### config.mk
export PLATFORM = sky130hd
export DESIGN_NAME = pob_bank
export DESIGN_NICKNAME = d
export VERILOG_FILES = /design/src/rtl/pob_pkg.sv /design/src/rtl/pob_bank.sv
export SDC_FILE = /design/constraint.sdc
export NUM_CORES = 1
export LEC_CHECK = 0
export BUFFER_PORTS_ARGS = -buffer_cell sky130_fd_sc_hd__buf_4
export CAP_MARGIN = 5
export CORE_MARGIN = 1.5
export CORE_UTILIZATION = 50
export CTS_BUF_LIST = sky130_fd_sc_hd__clkbuf_16
export DETAILED_ROUTE_END_ITERATION = 12
export PLACE_DENSITY_LB_ADDON = 0.25
export SLEW_MARGIN = 10
export SYNTH_ARGS = -nofsm -noshare
export SYNTH_HDL_FRONTEND = slang
export SYNTH_SLANG_ARGS = --single-unit
export TNS_END_PERCENT = 20
### constraint.sdc
create_clock -name i_clock -period 5 [get_ports i_clock]
set_input_delay 0.5 -clock i_clock [delete_from_list [all_inputs] [get_ports i_clock]]
set_output_delay 0.5 -clock i_clock [all_outputs]
set_load 0.05 [all_outputs]
### src/rtl/pob_pkg.sv
/*
 Package for the PWM output configuration bank: register offsets,
 field positions, reset values and timing counts.
 Assumes a 20 MHz core clock.
*/
package pob_pkg;
   // Register offsets
   localparam logic [15:0] ADDR_DUTY_LO = 16'h0060;
   localparam logic [15:0] ADDR_DUTY_HI = 16'h0062;
   localparam logic [15:0] ADDR_DIAG_LO = 16'h0064;
   localparam logic [15:0] ADDR_DIAG_HI = 16'h0066;
   localparam logic [15:0] ADDR_PRESC = 16'h0068;
   localparam logic [15:0] ADDR_PERIOD = 16'h006a;
   localparam logic [15:0] ADDR_CHKSUM = 16'h006e;
   localparam logic [15:0] ADDR_MODE = 16'h0098;
   // Field widths and positions
   localparam int DUTY_W = 14;
   localparam int PRESC_W = 8;
   localparam int POS_RST_THR = 13;
   localparam int POS_CLK_SEL = 12;
   localparam int POS_UPD_RATE = 11;
   localparam int POS_LUT_LO = 8;
   localparam int POS_IFMD_B_LO = 4;
   localparam int POS_IFMD_A = 0;
   // Writable bits of the mode word
   localparam logic [15:0] MODE_MASK = 16'h3b31;
   // Reset values
   localparam logic [15:0] RST_DUTY_LO = 16'h0000;
   localparam logic [15:0] RST_DUTY_HI = 16'h3fff;
   localparam logic [15:0] RST_DIAG_LO = 16'h0000;
   localparam logic [15:0] RST_DIAG_HI = 16'h3fff;
   localparam logic [15:0] RST_PRESC = 16'h000c;
   localparam logic [15:0] RST_PERIOD = 16'h3c18;
   localparam logic [15:0] RST_CHKSUM = 16'h0000;
   localparam logic [15:0] RST_MODE = 16'h0000;
   // Timing
   localparam int CLK_HZ = 20000000;
   localparam int CLK_PERIOD_PS = 50000;
   localparam int BASE_HZ = 4000000;
   localparam int TICK_DIV = CLK_HZ / BASE_HZ;
   localparam int UPD_FAST_PS = 25600000;
   localparam int UPD_SLOW_PS = 51200000;
   localparam int UPD_FAST_CYC = UPD_FAST_PS / CLK_PERIOD_PS;
   localparam int UPD_SLOW_CYC = UPD_SLOW_PS / CLK_PERIOD_PS;
   // Look-up table ranges
   typedef enum logic [1:0] {
      POB_LUT_OFF,
      POB_LUT_360,
      POB_LUT_180,
      POB_LUT_90
   } pob_lut_t;
endpackage

### src/rtl/pob_bank.sv
/*
 PWM output configuration bank with its PWM generator and mode word.
 Assumes the register port, angle and diagnostic inputs come from
 logic on i_clock; only i_rstn is asynchronous.
*/
// Summary of operation
// - PWM output acts only when the interface select chooses PWM.
// - Data duty lower bound is a 14-bit code, 0..16383 for 0..100%.
// - Data duty upper bound is a 14-bit code with the same mapping.
// - Low diagnostic duty level is a 14-bit code.
// - High diagnostic duty level is a 14-bit code.
// - PWM frequency is 4 MHz over (1 + prescaler) times period.
// - Angle update every 25.6 us with rate bit 0, 51.2 us with 1.
// - Two-bit table mode: off, 360, 180 or 90 degree range.
// - Reset threshold bit: 0 selects below 3.0 V, 1 below 4.2 V.
`timescale 1ns/1ps
`default_nettype none
module pob_bank
   import pob_pkg::*;
(
   input wire logic i_clock,
   input wire logic i_rstn,
   input wire logic i_prog_mode,
   input wire logic i_wr_en,
   input wire logic i_rd_en,
   input wire logic [15:0] i_addr,
   input wire logic [15:0] i_wdata,
   output logic [15:0] o_rdata,
   output logic o_rd_valid,
   input wire logic i_if_sel_pwm,
   input wire logic [DUTY_W-1:0] i_angle,
   input wire logic i_diag_req,
   input wire logic i_diag_high,
   output logic o_pwm,
   output logic o_angle_update,
   output logic o_lut_enable,
   output pob_lut_t o_lut_range,
   output logic o_reset_thr_high
);
   logic rst_meta_reg;
   logic rst_sync_reg;
   logic [DUTY_W-1:0] duty_lo_reg;
   logic [DUTY_W-1:0] duty_hi_reg;
   logic [DUTY_W-1:0] diag_lo_reg;
   logic [DUTY_W-1:0] diag_hi_reg;
   logic [PRESC_W-1:0] presc_reg;
   logic [DUTY_W-1:0] period_reg;
   logic [15:0] chksum_reg;
   logic [15:0] mode_reg;
   logic [2:0] tick_cnt_reg;
   logic tick;
   logic [PRESC_W-1:0] pre_cnt_reg;
   logic [DUTY_W-1:0] per_cnt_reg;
   logic [DUTY_W-1:0] high_reg;
   logic [DUTY_W-1:0] high_next;
   logic [DUTY_W-1:0] duty_now;
   logic [DUTY_W-1:0] span;
   logic [2*DUTY_W-1:0] scaled;
   logic [2*DUTY_W-1:0] on_prod;
   logic [9:0] upd_cnt_reg;
   logic [9:0] upd_limit;
   logic wr_ok;
   logic per_wrap;

   // Reset release through two flops
   always_ff @(posedge i_clock or negedge i_rstn) begin
      if (!i_rstn) begin
         rst_meta_reg <= 1'b0;
         rst_sync_reg <= 1'b0;
      end else begin
         rst_meta_reg <= 1'b1;
         rst_sync_reg <= rst_meta_reg;
      end
   end

   // Accesses count only in programming mode
   assign wr_ok = i_wr_en && i_prog_mode;

   // Register writes; reserved bits are not stored
   always_ff @(posedge i_clock or negedge rst_sync_reg) begin
      if (!rst_sync_reg) begin
         duty_lo_reg <= RST_DUTY_LO[DUTY_W-1:0];
         duty_hi_reg <= RST_DUTY_HI[DUTY_W-1:0];
         diag_lo_reg <= RST_DIAG_LO[DUTY_W-1:0];
         diag_hi_reg <= RST_DIAG_HI[DUTY_W-1:0];
         presc_reg <= RST_PRESC[PRESC_W-1:0];
         period_reg <= RST_PERIOD[DUTY_W-1:0];
         chksum_reg <= RST_CHKSUM;
         mode_reg <= RST_MODE;
      end else if (wr_ok) begin
         if (i_addr == ADDR_DUTY_LO) begin
            duty_lo_reg <= i_wdata[DUTY_W-1:0];
         end else if (i_addr == ADDR_DUTY_HI) begin
            duty_hi_reg <= i_wdata[DUTY_W-1:0];
         end else if (i_addr == ADDR_DIAG_LO) begin
            diag_lo_reg <= i_wdata[DUTY_W-1:0];
         end else if (i_addr == ADDR_DIAG_HI) begin
            diag_hi_reg <= i_wdata[DUTY_W-1:0];
         end else if (i_addr == ADDR_PRESC) begin
            presc_reg <= i_wdata[PRESC_W-1:0];
         end else if (i_addr == ADDR_PERIOD) begin
            period_reg <= i_wdata[DUTY_W-1:0];
         end else if (i_addr == ADDR_CHKSUM) begin
            chksum_reg <= i_wdata; // Whole word, CRC in low byte
         end else if (i_addr == ADDR_MODE) begin
            mode_reg <= i_wdata & MODE_MASK;
         end
      end
   end

   // Read data, one cycle after the request; unmapped reads as zero
   always_ff @(posedge i_clock or negedge rst_sync_reg) begin
      if (!rst_sync_reg) begin
         o_rdata <= 16'h0000;
         o_rd_valid <= 1'b0;
      end else begin
         o_rd_valid <= i_rd_en && i_prog_mode;
         if (!(i_rd_en && i_prog_mode)) begin
            o_rdata <= o_rdata;
         end else if (i_addr == ADDR_DUTY_LO) begin
            o_rdata <= {2'h0, duty_lo_reg};
         end else if (i_addr == ADDR_DUTY_HI) begin
            o_rdata <= {2'h0, duty_hi_reg};
         end else if (i_addr == ADDR_DIAG_LO) begin
            o_rdata <= {2'h0, diag_lo_reg};
         end else if (i_addr == ADDR_DIAG_HI) begin
            o_rdata <= {2'h0, diag_hi_reg};
         end else if (i_addr == ADDR_PRESC) begin
            o_rdata <= {8'h00, presc_reg};
         end else if (i_addr == ADDR_PERIOD) begin
            o_rdata <= {2'h0, period_reg};
         end else if (i_addr == ADDR_CHKSUM) begin
            o_rdata <= chksum_reg;
         end else if (i_addr == ADDR_MODE) begin
            o_rdata <= mode_reg;
         end else begin
            o_rdata <= 16'h0000;
         end
      end
   end

   // Mode word decode
   assign o_reset_thr_high = mode_reg[POS_RST_THR];
   assign o_lut_range = pob_lut_t'(mode_reg[POS_LUT_LO +: 2]);
   assign o_lut_enable = (o_lut_range != POB_LUT_OFF);

   // Angle update strobe, period chosen by the rate bit
   assign upd_limit = mode_reg[POS_UPD_RATE] ? 10'(UPD_SLOW_CYC - 1) : 10'(UPD_FAST_CYC - 1);
   always_ff @(posedge i_clock or negedge rst_sync_reg) begin
      if (!rst_sync_reg) begin
         upd_cnt_reg <= 10'h000;
         o_angle_update <= 1'b0;
      end else begin
         o_angle_update <= (upd_cnt_reg >= upd_limit);
         upd_cnt_reg <= (upd_cnt_reg >= upd_limit) ? 10'h000 : upd_cnt_reg + 10'h001;
      end
   end

   // 4 MHz timebase from the core clock
   assign tick = (tick_cnt_reg == 3'(TICK_DIV - 1));
   always_ff @(posedge i_clock or negedge rst_sync_reg) begin
      if (!rst_sync_reg) begin
         tick_cnt_reg <= 3'h0;
      end else begin
         tick_cnt_reg <= tick ? 3'h0 : tick_cnt_reg + 3'h1;
      end
   end

   // Prescaler and period counters; a zero period acts as one
   // A prescaler lowered mid-count wraps at once instead of running round
   assign per_wrap = tick && (pre_cnt_reg >= presc_reg)
      && (per_cnt_reg + 14'h0001 >= period_reg);
   always_ff @(posedge i_clock or negedge rst_sync_reg) begin
      if (!rst_sync_reg) begin
         pre_cnt_reg <= '0;
         per_cnt_reg <= '0;
      end else if (tick) begin
         if (pre_cnt_reg >= presc_reg) begin
            pre_cnt_reg <= '0;
            per_cnt_reg <= per_wrap ? '0 : per_cnt_reg + 14'h0001;
         end else begin
            pre_cnt_reg <= pre_cnt_reg + 8'h01;
         end
      end
   end

   // Duty code: diagnostic level or angle scaled between the bounds
   always_comb begin
      span = (duty_hi_reg > duty_lo_reg) ? duty_hi_reg - duty_lo_reg : 14'h0000;
      scaled = span * i_angle;
      if (i_diag_req) begin
         duty_now = i_diag_high ? diag_hi_reg : diag_lo_reg;
      end else begin
         duty_now = duty_lo_reg + scaled[2*DUTY_W-1:DUTY_W];
      end
      on_prod = duty_now * period_reg;
      high_next = on_prod[2*DUTY_W-1:DUTY_W];
   end

   // High time is taken at each period start so a period is never torn
   always_ff @(posedge i_clock or negedge rst_sync_reg) begin
      if (!rst_sync_reg) begin
         high_reg <= '0;
      end else if (per_wrap) begin
         high_reg <= high_next;
      end
   end

   // Output, held low unless PWM is the chosen interface
   always_ff @(posedge i_clock or negedge rst_sync_reg) begin
      if (!rst_sync_reg) begin
         o_pwm <= 1'b0;
      end else begin
         o_pwm <= i_if_sel_pwm && (per_cnt_reg < high_reg);
      end
   end

   // Spacing helper: clocks since the last angle strobe, saturating;
   // the first strobe after reset has no gap before it
   logic [10:0] upd_gap_reg;
   logic upd_seen_reg;
   logic mode_wr_reg;
   always_ff @(posedge i_clock or negedge rst_sync_reg) begin
      if (!rst_sync_reg) begin
         upd_gap_reg <= 11'h000;
         upd_seen_reg <= 1'b0;
      end else if (o_angle_update) begin
         upd_gap_reg <= 11'h001;
         upd_seen_reg <= 1'b1;
      end else if (upd_gap_reg != 11'h7ff) begin
         upd_gap_reg <= upd_gap_reg + 11'h001;
      end
   end

   // A mode write spoils the gap in flight; the write wins over the strobe
   always_ff @(posedge i_clock or negedge rst_sync_reg) begin
      if (!rst_sync_reg) begin
         mode_wr_reg <= 1'b0;
      end else if (wr_ok && i_addr == ADDR_MODE) begin
         mode_wr_reg <= 1'b1;
      end else if (o_angle_update) begin
         mode_wr_reg <= 1'b0;
      end
   end
endmodule // pob_bank
`default_nettype wire

Yosys cells after proc, flatten, opt, wreduce, memory -nomap -nowiden
Index checks and enable logic that the tools add are counted.

storage, ports and cells
  register bits = 172
  memories kept = 0
  logic and storage cells = 79
  memory bits (read-only) = 0
  output and inout port bits = 23
  input bits = 54
  memory bits (writable) = 0
  bits in latches = 0

cells by class
  reductions and logical operators = 15
  divide/modulo/power cells = 0
  multiplexer cells = 16
  multipliers = 2
  add/sub/neg operators = 6
  bitwise logic cells = 7
  equality and inequality tests = 9
  $lt $le $gt $ge = 5
  shift operators = 0

operators with widths
  cell                                                              count
  16-bit by 7-bit == test with 1-bit output, second input constant  7
  16-bit 2-to-1 mux                                                 7
  14-bit 2-to-1 mux                                                 5
  14-bit by 14-bit multiplier with 28-bit output                    2
  10-bit 2-to-1 mux                                                 2
  16-bit by 8-bit == test with 1-bit output, second input constant  1
  14-bit by 1-bit adder with 14-bit output, second input constant   1
  14-bit adder                                                      1
  14-bit >= comparator                                              1
  14-bit > comparator                                               1
  14-bit less-than comparator                                       1
  14-bit subtractor                                                 1
  10-bit by 1-bit adder with 10-bit output, second input constant   1
  10-bit >= comparator                                              1
  9-bit AND reduction                                               1
  8-bit by 1-bit adder with 8-bit output, second input constant     1
  8-bit >= comparator                                               1
  8-bit 2-to-1 mux                                                  1
  8-bit AND reduction                                               1
  1-bit inverter                                                    7
  7-bit AND reduction                                               1
  6-bit AND reduction                                               1
  1-bit logical AND                                                 5
  5-bit AND reduction                                               1
  7 further kinds                                                   8

Longest topological paths before layout
  word-level depth = 9
  depth in mapped cells = 66
  depth with buffers taken out = 64

Worst setup path after synthesis
OpenSTA, ideal clock, no wires.

  kind = register to register
  from = reg duty_hi_reg[0]
  to = reg high_reg[13]
  buffers on the path = 3
  stages on the path, launching flop included = 64
  arrival = 13.980 ns
  data required time = 4.871 ns
  setup slack = -9.109 ns
  clock period less this slack = 14.109 ns
  setup time = 0.129 ns
  cells stage by stage = dfstp_2 > inv_1 > ha_1 > inv_1 > fa_1 > a211oi_1 > o21ai_0 > a21oi_2 > o21bai_2 > nor2b_1 > nor2_1 > or2_1 > clkbuf_1 > clkbuf_1 > nor3_1 > fa_1 > inv_1 > fa_1 > (+28 left out) > fa_1 > inv_1 > fa_1 > fa_1 > fa_1 > inv_1 > fa_1 > inv_1 > ha_1 > o211ai_1 > o21ai_0 > nand3_1 > nor4_4 > a211oi_2 > o311ai_2 > a31oi_1 > xnor2_1 > o21ai_1

on the way
  word-level cells in the longest chain between the ends = 6
  elaborated cells on any way between the ends = 7
  classes of those cells = add/sub (2); mul (2); order compare (1); mux (2)

ends and longest elaborated chain
  element                                                   line             text
  from (decl)                                               pob_bank.sv:43   logic [DUTY_W-1:0] duty_hi_reg;
  from (signal assigned)                                    pob_bank.sv:83   duty_hi_reg <= RST_DUTY_HI[DUTY_W-1:0];
  from (signal assigned)                                    pob_bank.sv:94   duty_hi_reg <= i_wdata[DUTY_W-1:0];
  14-bit subtractor or 14-bit > comparator (tied branches)  pob_bank.sv:189  span = (duty_hi_reg > duty_lo_reg) ? duty_hi_reg - duty_lo_reg : 14'h0000;
  14-bit 2-to-1 mux *                                       pob_bank.sv:189
  14-bit by 14-bit multiplier with 28-bit output *          pob_bank.sv:190  scaled = span * i_angle;
  14-bit adder *                                            pob_bank.sv:194  duty_now = duty_lo_reg + scaled[2*DUTY_W-1:DUTY_W];
  14-bit 2-to-1 mux *                                       pob_bank.sv:191  if (i_diag_req) begin
  14-bit by 14-bit multiplier with 28-bit output *          pob_bank.sv:196  on_prod = duty_now * period_reg;
  to (signal assigned)                                      pob_bank.sv:205  high_reg <= high_next;
  to (decl)                                                 pob_bank.sv:54   logic [DUTY_W-1:0] high_reg;

Mark *: on every way between the ends. The rest lies on a longest branch, timed or not.
A chain may end at the register's enable or synchronous reset.

Worst setup path after layout
  from = reg duty_hi_reg[0]
  to = reg high_reg[6]

Same word-level chain as after synthesis.

==> results_dict.tcl <==
set metrics [dict create \
    tightest_slew_ps 1040 \
    crit_fanout 7 \
    syn2layout_area_growth_pct 23.8 \
    place_area_sq_um 26800 \
    overflow 0 \
    synthesis.nets 3014 \
    wl_per_cell_um 18.4 \
    min_period_ps 13860 \
    multi_input_area_sq_um 16900 \
    cts_tree "yes" \
    rrSetupSlack_ps -8860 \
    fin_worst_skew_ps 12.7 \
    end_kind "flip-flop" \
    fp.coreArea_sq_um 44300 \
    max-cap-violations 0 \
    ys.flop_type "dfrtp_1" \
    slew_violations 0 \
    slew_headroom_pct 29.8 \
    async_flop_share_pct 100 \
    numCtsBuffers 17 \
    via_count 18880 \
    ctsRootBufferMaster "clkbuf_16" \
    hp-class "in -> reg" \
    row_count 77 \
    grt_pass1_wl_um 105000 \
    portBuffers 76 \
    synth.largest_area_cell "fa_1" \
    fmax_ghz 0.0721 \
    p_total_mw 5.53 \
    synth.cell_area_sq_um 22500 \
    grt_max_degree 133 \
    antenna_found_initial 1 \
    synth-seq-cells 172 \
    place_congestion 0.922 \
    worstSetupStartpoint "duty_hi_reg[0]$_DFFE_PN1P_" \
    ios 77 \
    synthCells 2427 \
    fill_cells 3744 \
    synth_top_area_share_pct 25.1 \
    slowest_stage "dfstp_2" \
    clkTransAtPathRegs_ps 70 \
    crit_end "high_reg[6]$_DFFE_PN0P_" \
    status "finished with violations" \
    critPathMaxStageDelay_ps 540 \
    totalWireLength_um 63900 \
    drt_iter0_drc 1104 \
    fin_area_sq_um 27900 \
    chipHeight_um 215 \
    worstReg2RegStart "duty_hi_reg[0]$_DFFE_PN1P_" \
    cts_num_sinks 172 \
    crit_top_cell "fa_1" \
    synth-edff-count 0 \
    htreeDepth 4 \
    fin_tns_setup_ps -122060 \
    avgSynthCellArea_sq_um 9.28 \
    drtPass1Iterations 8 \
    rsz0062_at_grt "yes" \
    crit_type "reg -> reg" \
    floorplan.initialDensity_pct 50.8 \
    yosysSeqAreaShare_pct 19.3 \
    grtUsageTotal_pct 28.5 \
    route.detailed.drc 0 \
    r2r_cells 65 \
    dieArea_sq_um 46300 \
    ys_types 82 \
    yosysWarnings 0 \
    p_leak_nw 14.8 \
    post-route-period-util_pct 277 \
    worstPathArrival_ps 14180 \
    clock_path_buffers 2 \
    post-place-ws_ps -9010 \
    synth_area_leaders "fa_1 25%, dfrtp_1 15%, ha_1 14%" \
    drt.antenna.violating_nets 0 \
    required_ps 5310 \
    final_cell_mix "497 x buf_4, 368 x inv_1, 274 x fa_1" \
    viasPerCell 5.45 \
    drive_gt1_share_pct 27.5 \
    final.setup.worst_slack_ps -8860 \
    final-seq-area_sq_um 4350 \
    clk_latency_ps 440 \
    first_global_vias 20112 \
    final_common_cell "buf_4" \
    finalHoldViolCount 0 \
    setup-violations-final 14 \
    startpoint_type "flip-flop" \
    irDropWorstVdd_mv 0.751 \
    reg2reg_to "high_reg[6]$_DFFE_PN0P_" \
    die-width_um 215 \
    hpwl_um 53100 \
    violations "negative setup slack" \
    powerDensity_nw_per_um2 199 \
    nets 3447 \
]
## critical path: cells and delay by family (launching register included)
| kind | cells | cell delay (ps) |
|---|---|---|
| buffers and inverters | 16 | 1550 |
| flip-flops | 1 | 540 |
| adder cells (fa/ha/maj) | 17 | 6740 |
| AND/OR/NAND/NOR | 7 | 900 |
| XOR/XNOR | 3 | 390 |
| AO/OA/AOI/OAI | 22 | 3610 |
## routing by layer
layer / global-route usage [%] / part of all wire, %
met1: 35.4 / 41
met2: 51.6 / 52
met3: 2.72 / 3.9
met4: 10.0 / 3.5
met5: 0 / 0
## stage by stage
stage          cells  hold WS, ps  util (%)
5_1_grt         3466          295      62.9
3_5_place_dp    3411          284      60.6
6_report        3466          301      62.9
4_1_cts         3460          299      62.6
2_1_floorplan   2427          204         -
3_3_place_gp    3411          282      60.6
## logic make-up after synthesis
family                   count (synthesis)  synth area share, %
AO/OA/AOI/OAI                          330                 9.24
XOR/XNOR                                73                 2.84
adder cells (fa/ha/maj)                533                 39.0
buffers and inverters                  468                 8.09
flip-flops                             172                 19.3
multiplexers                           107                 5.20
other                                    1               0.0167
AND/OR/NAND/NOR                        743                 16.3
## cell type report
cell class | count | area share (%)
clock buffer | 17 | 1.53
antenna | 1 | 0.00898
inverter | 376 | 5.06
multi-input combinational | 1787 | 60.6
timing repair buffer | 506 | 13.9
sequential | 172 | 15.6
tap | 592 | 2.66
clock inverter | 15 | 0.552
## synthesized netlist by cell type, drive strengths merged (12+ instances only)
library cell and n:
mux2i 27, xnor2 36, inv 374, or3 12
nor3 103, fa 282, nor2 103, dfrtp 136
mux2 80, dfstp 36, nor2b 13, nand2 263
nand2b 39, xor2 37, nand3 45, buf 26
ha 251, and3 38, clkbuf 63, o21ai 133
a21o 29, a21oi 78, nand4 16, and2 73
nor4 17
## worst min-delay path by stage
stage                 from                    endpoint  depth (start not counted)
2_1_floorplan       i_rstn      rst_meta_reg$_DFF_PN0_                          0
3_3_place_gp        i_rstn      rst_meta_reg$_DFF_PN0_                          1
3_5_place_dp        i_rstn      rst_meta_reg$_DFF_PN0_                          1
4_1_cts        i_wdata[15]  chksum_reg[15]$_DFFE_PN0P_                          2
5_1_grt        i_wdata[14]  chksum_reg[14]$_DFFE_PN0P_                          2
6_report       i_wdata[15]  chksum_reg[15]$_DFFE_PN0P_                          2
## report_power, final
group          total [mW]  leakage (nW)  internal, mW  switching (mW)
Sequential           1.41          2.07          1.40         0.00881
Clock                1.33         0.281         0.707           0.622
Combinational        2.80          12.4          1.34            1.46
Total                5.53          14.8          3.44            2.09
## repair_timing
action                                  4_1_cts  5_1_grt
buffers inserted                             16        5
hold buffers                                  1        0
resized for setup                            34       22
hold endpoints to repair                      2        0
endpoints found under the setup margin       14       14
pin swaps                                    28       11
(Power assumes the default switching activity.)
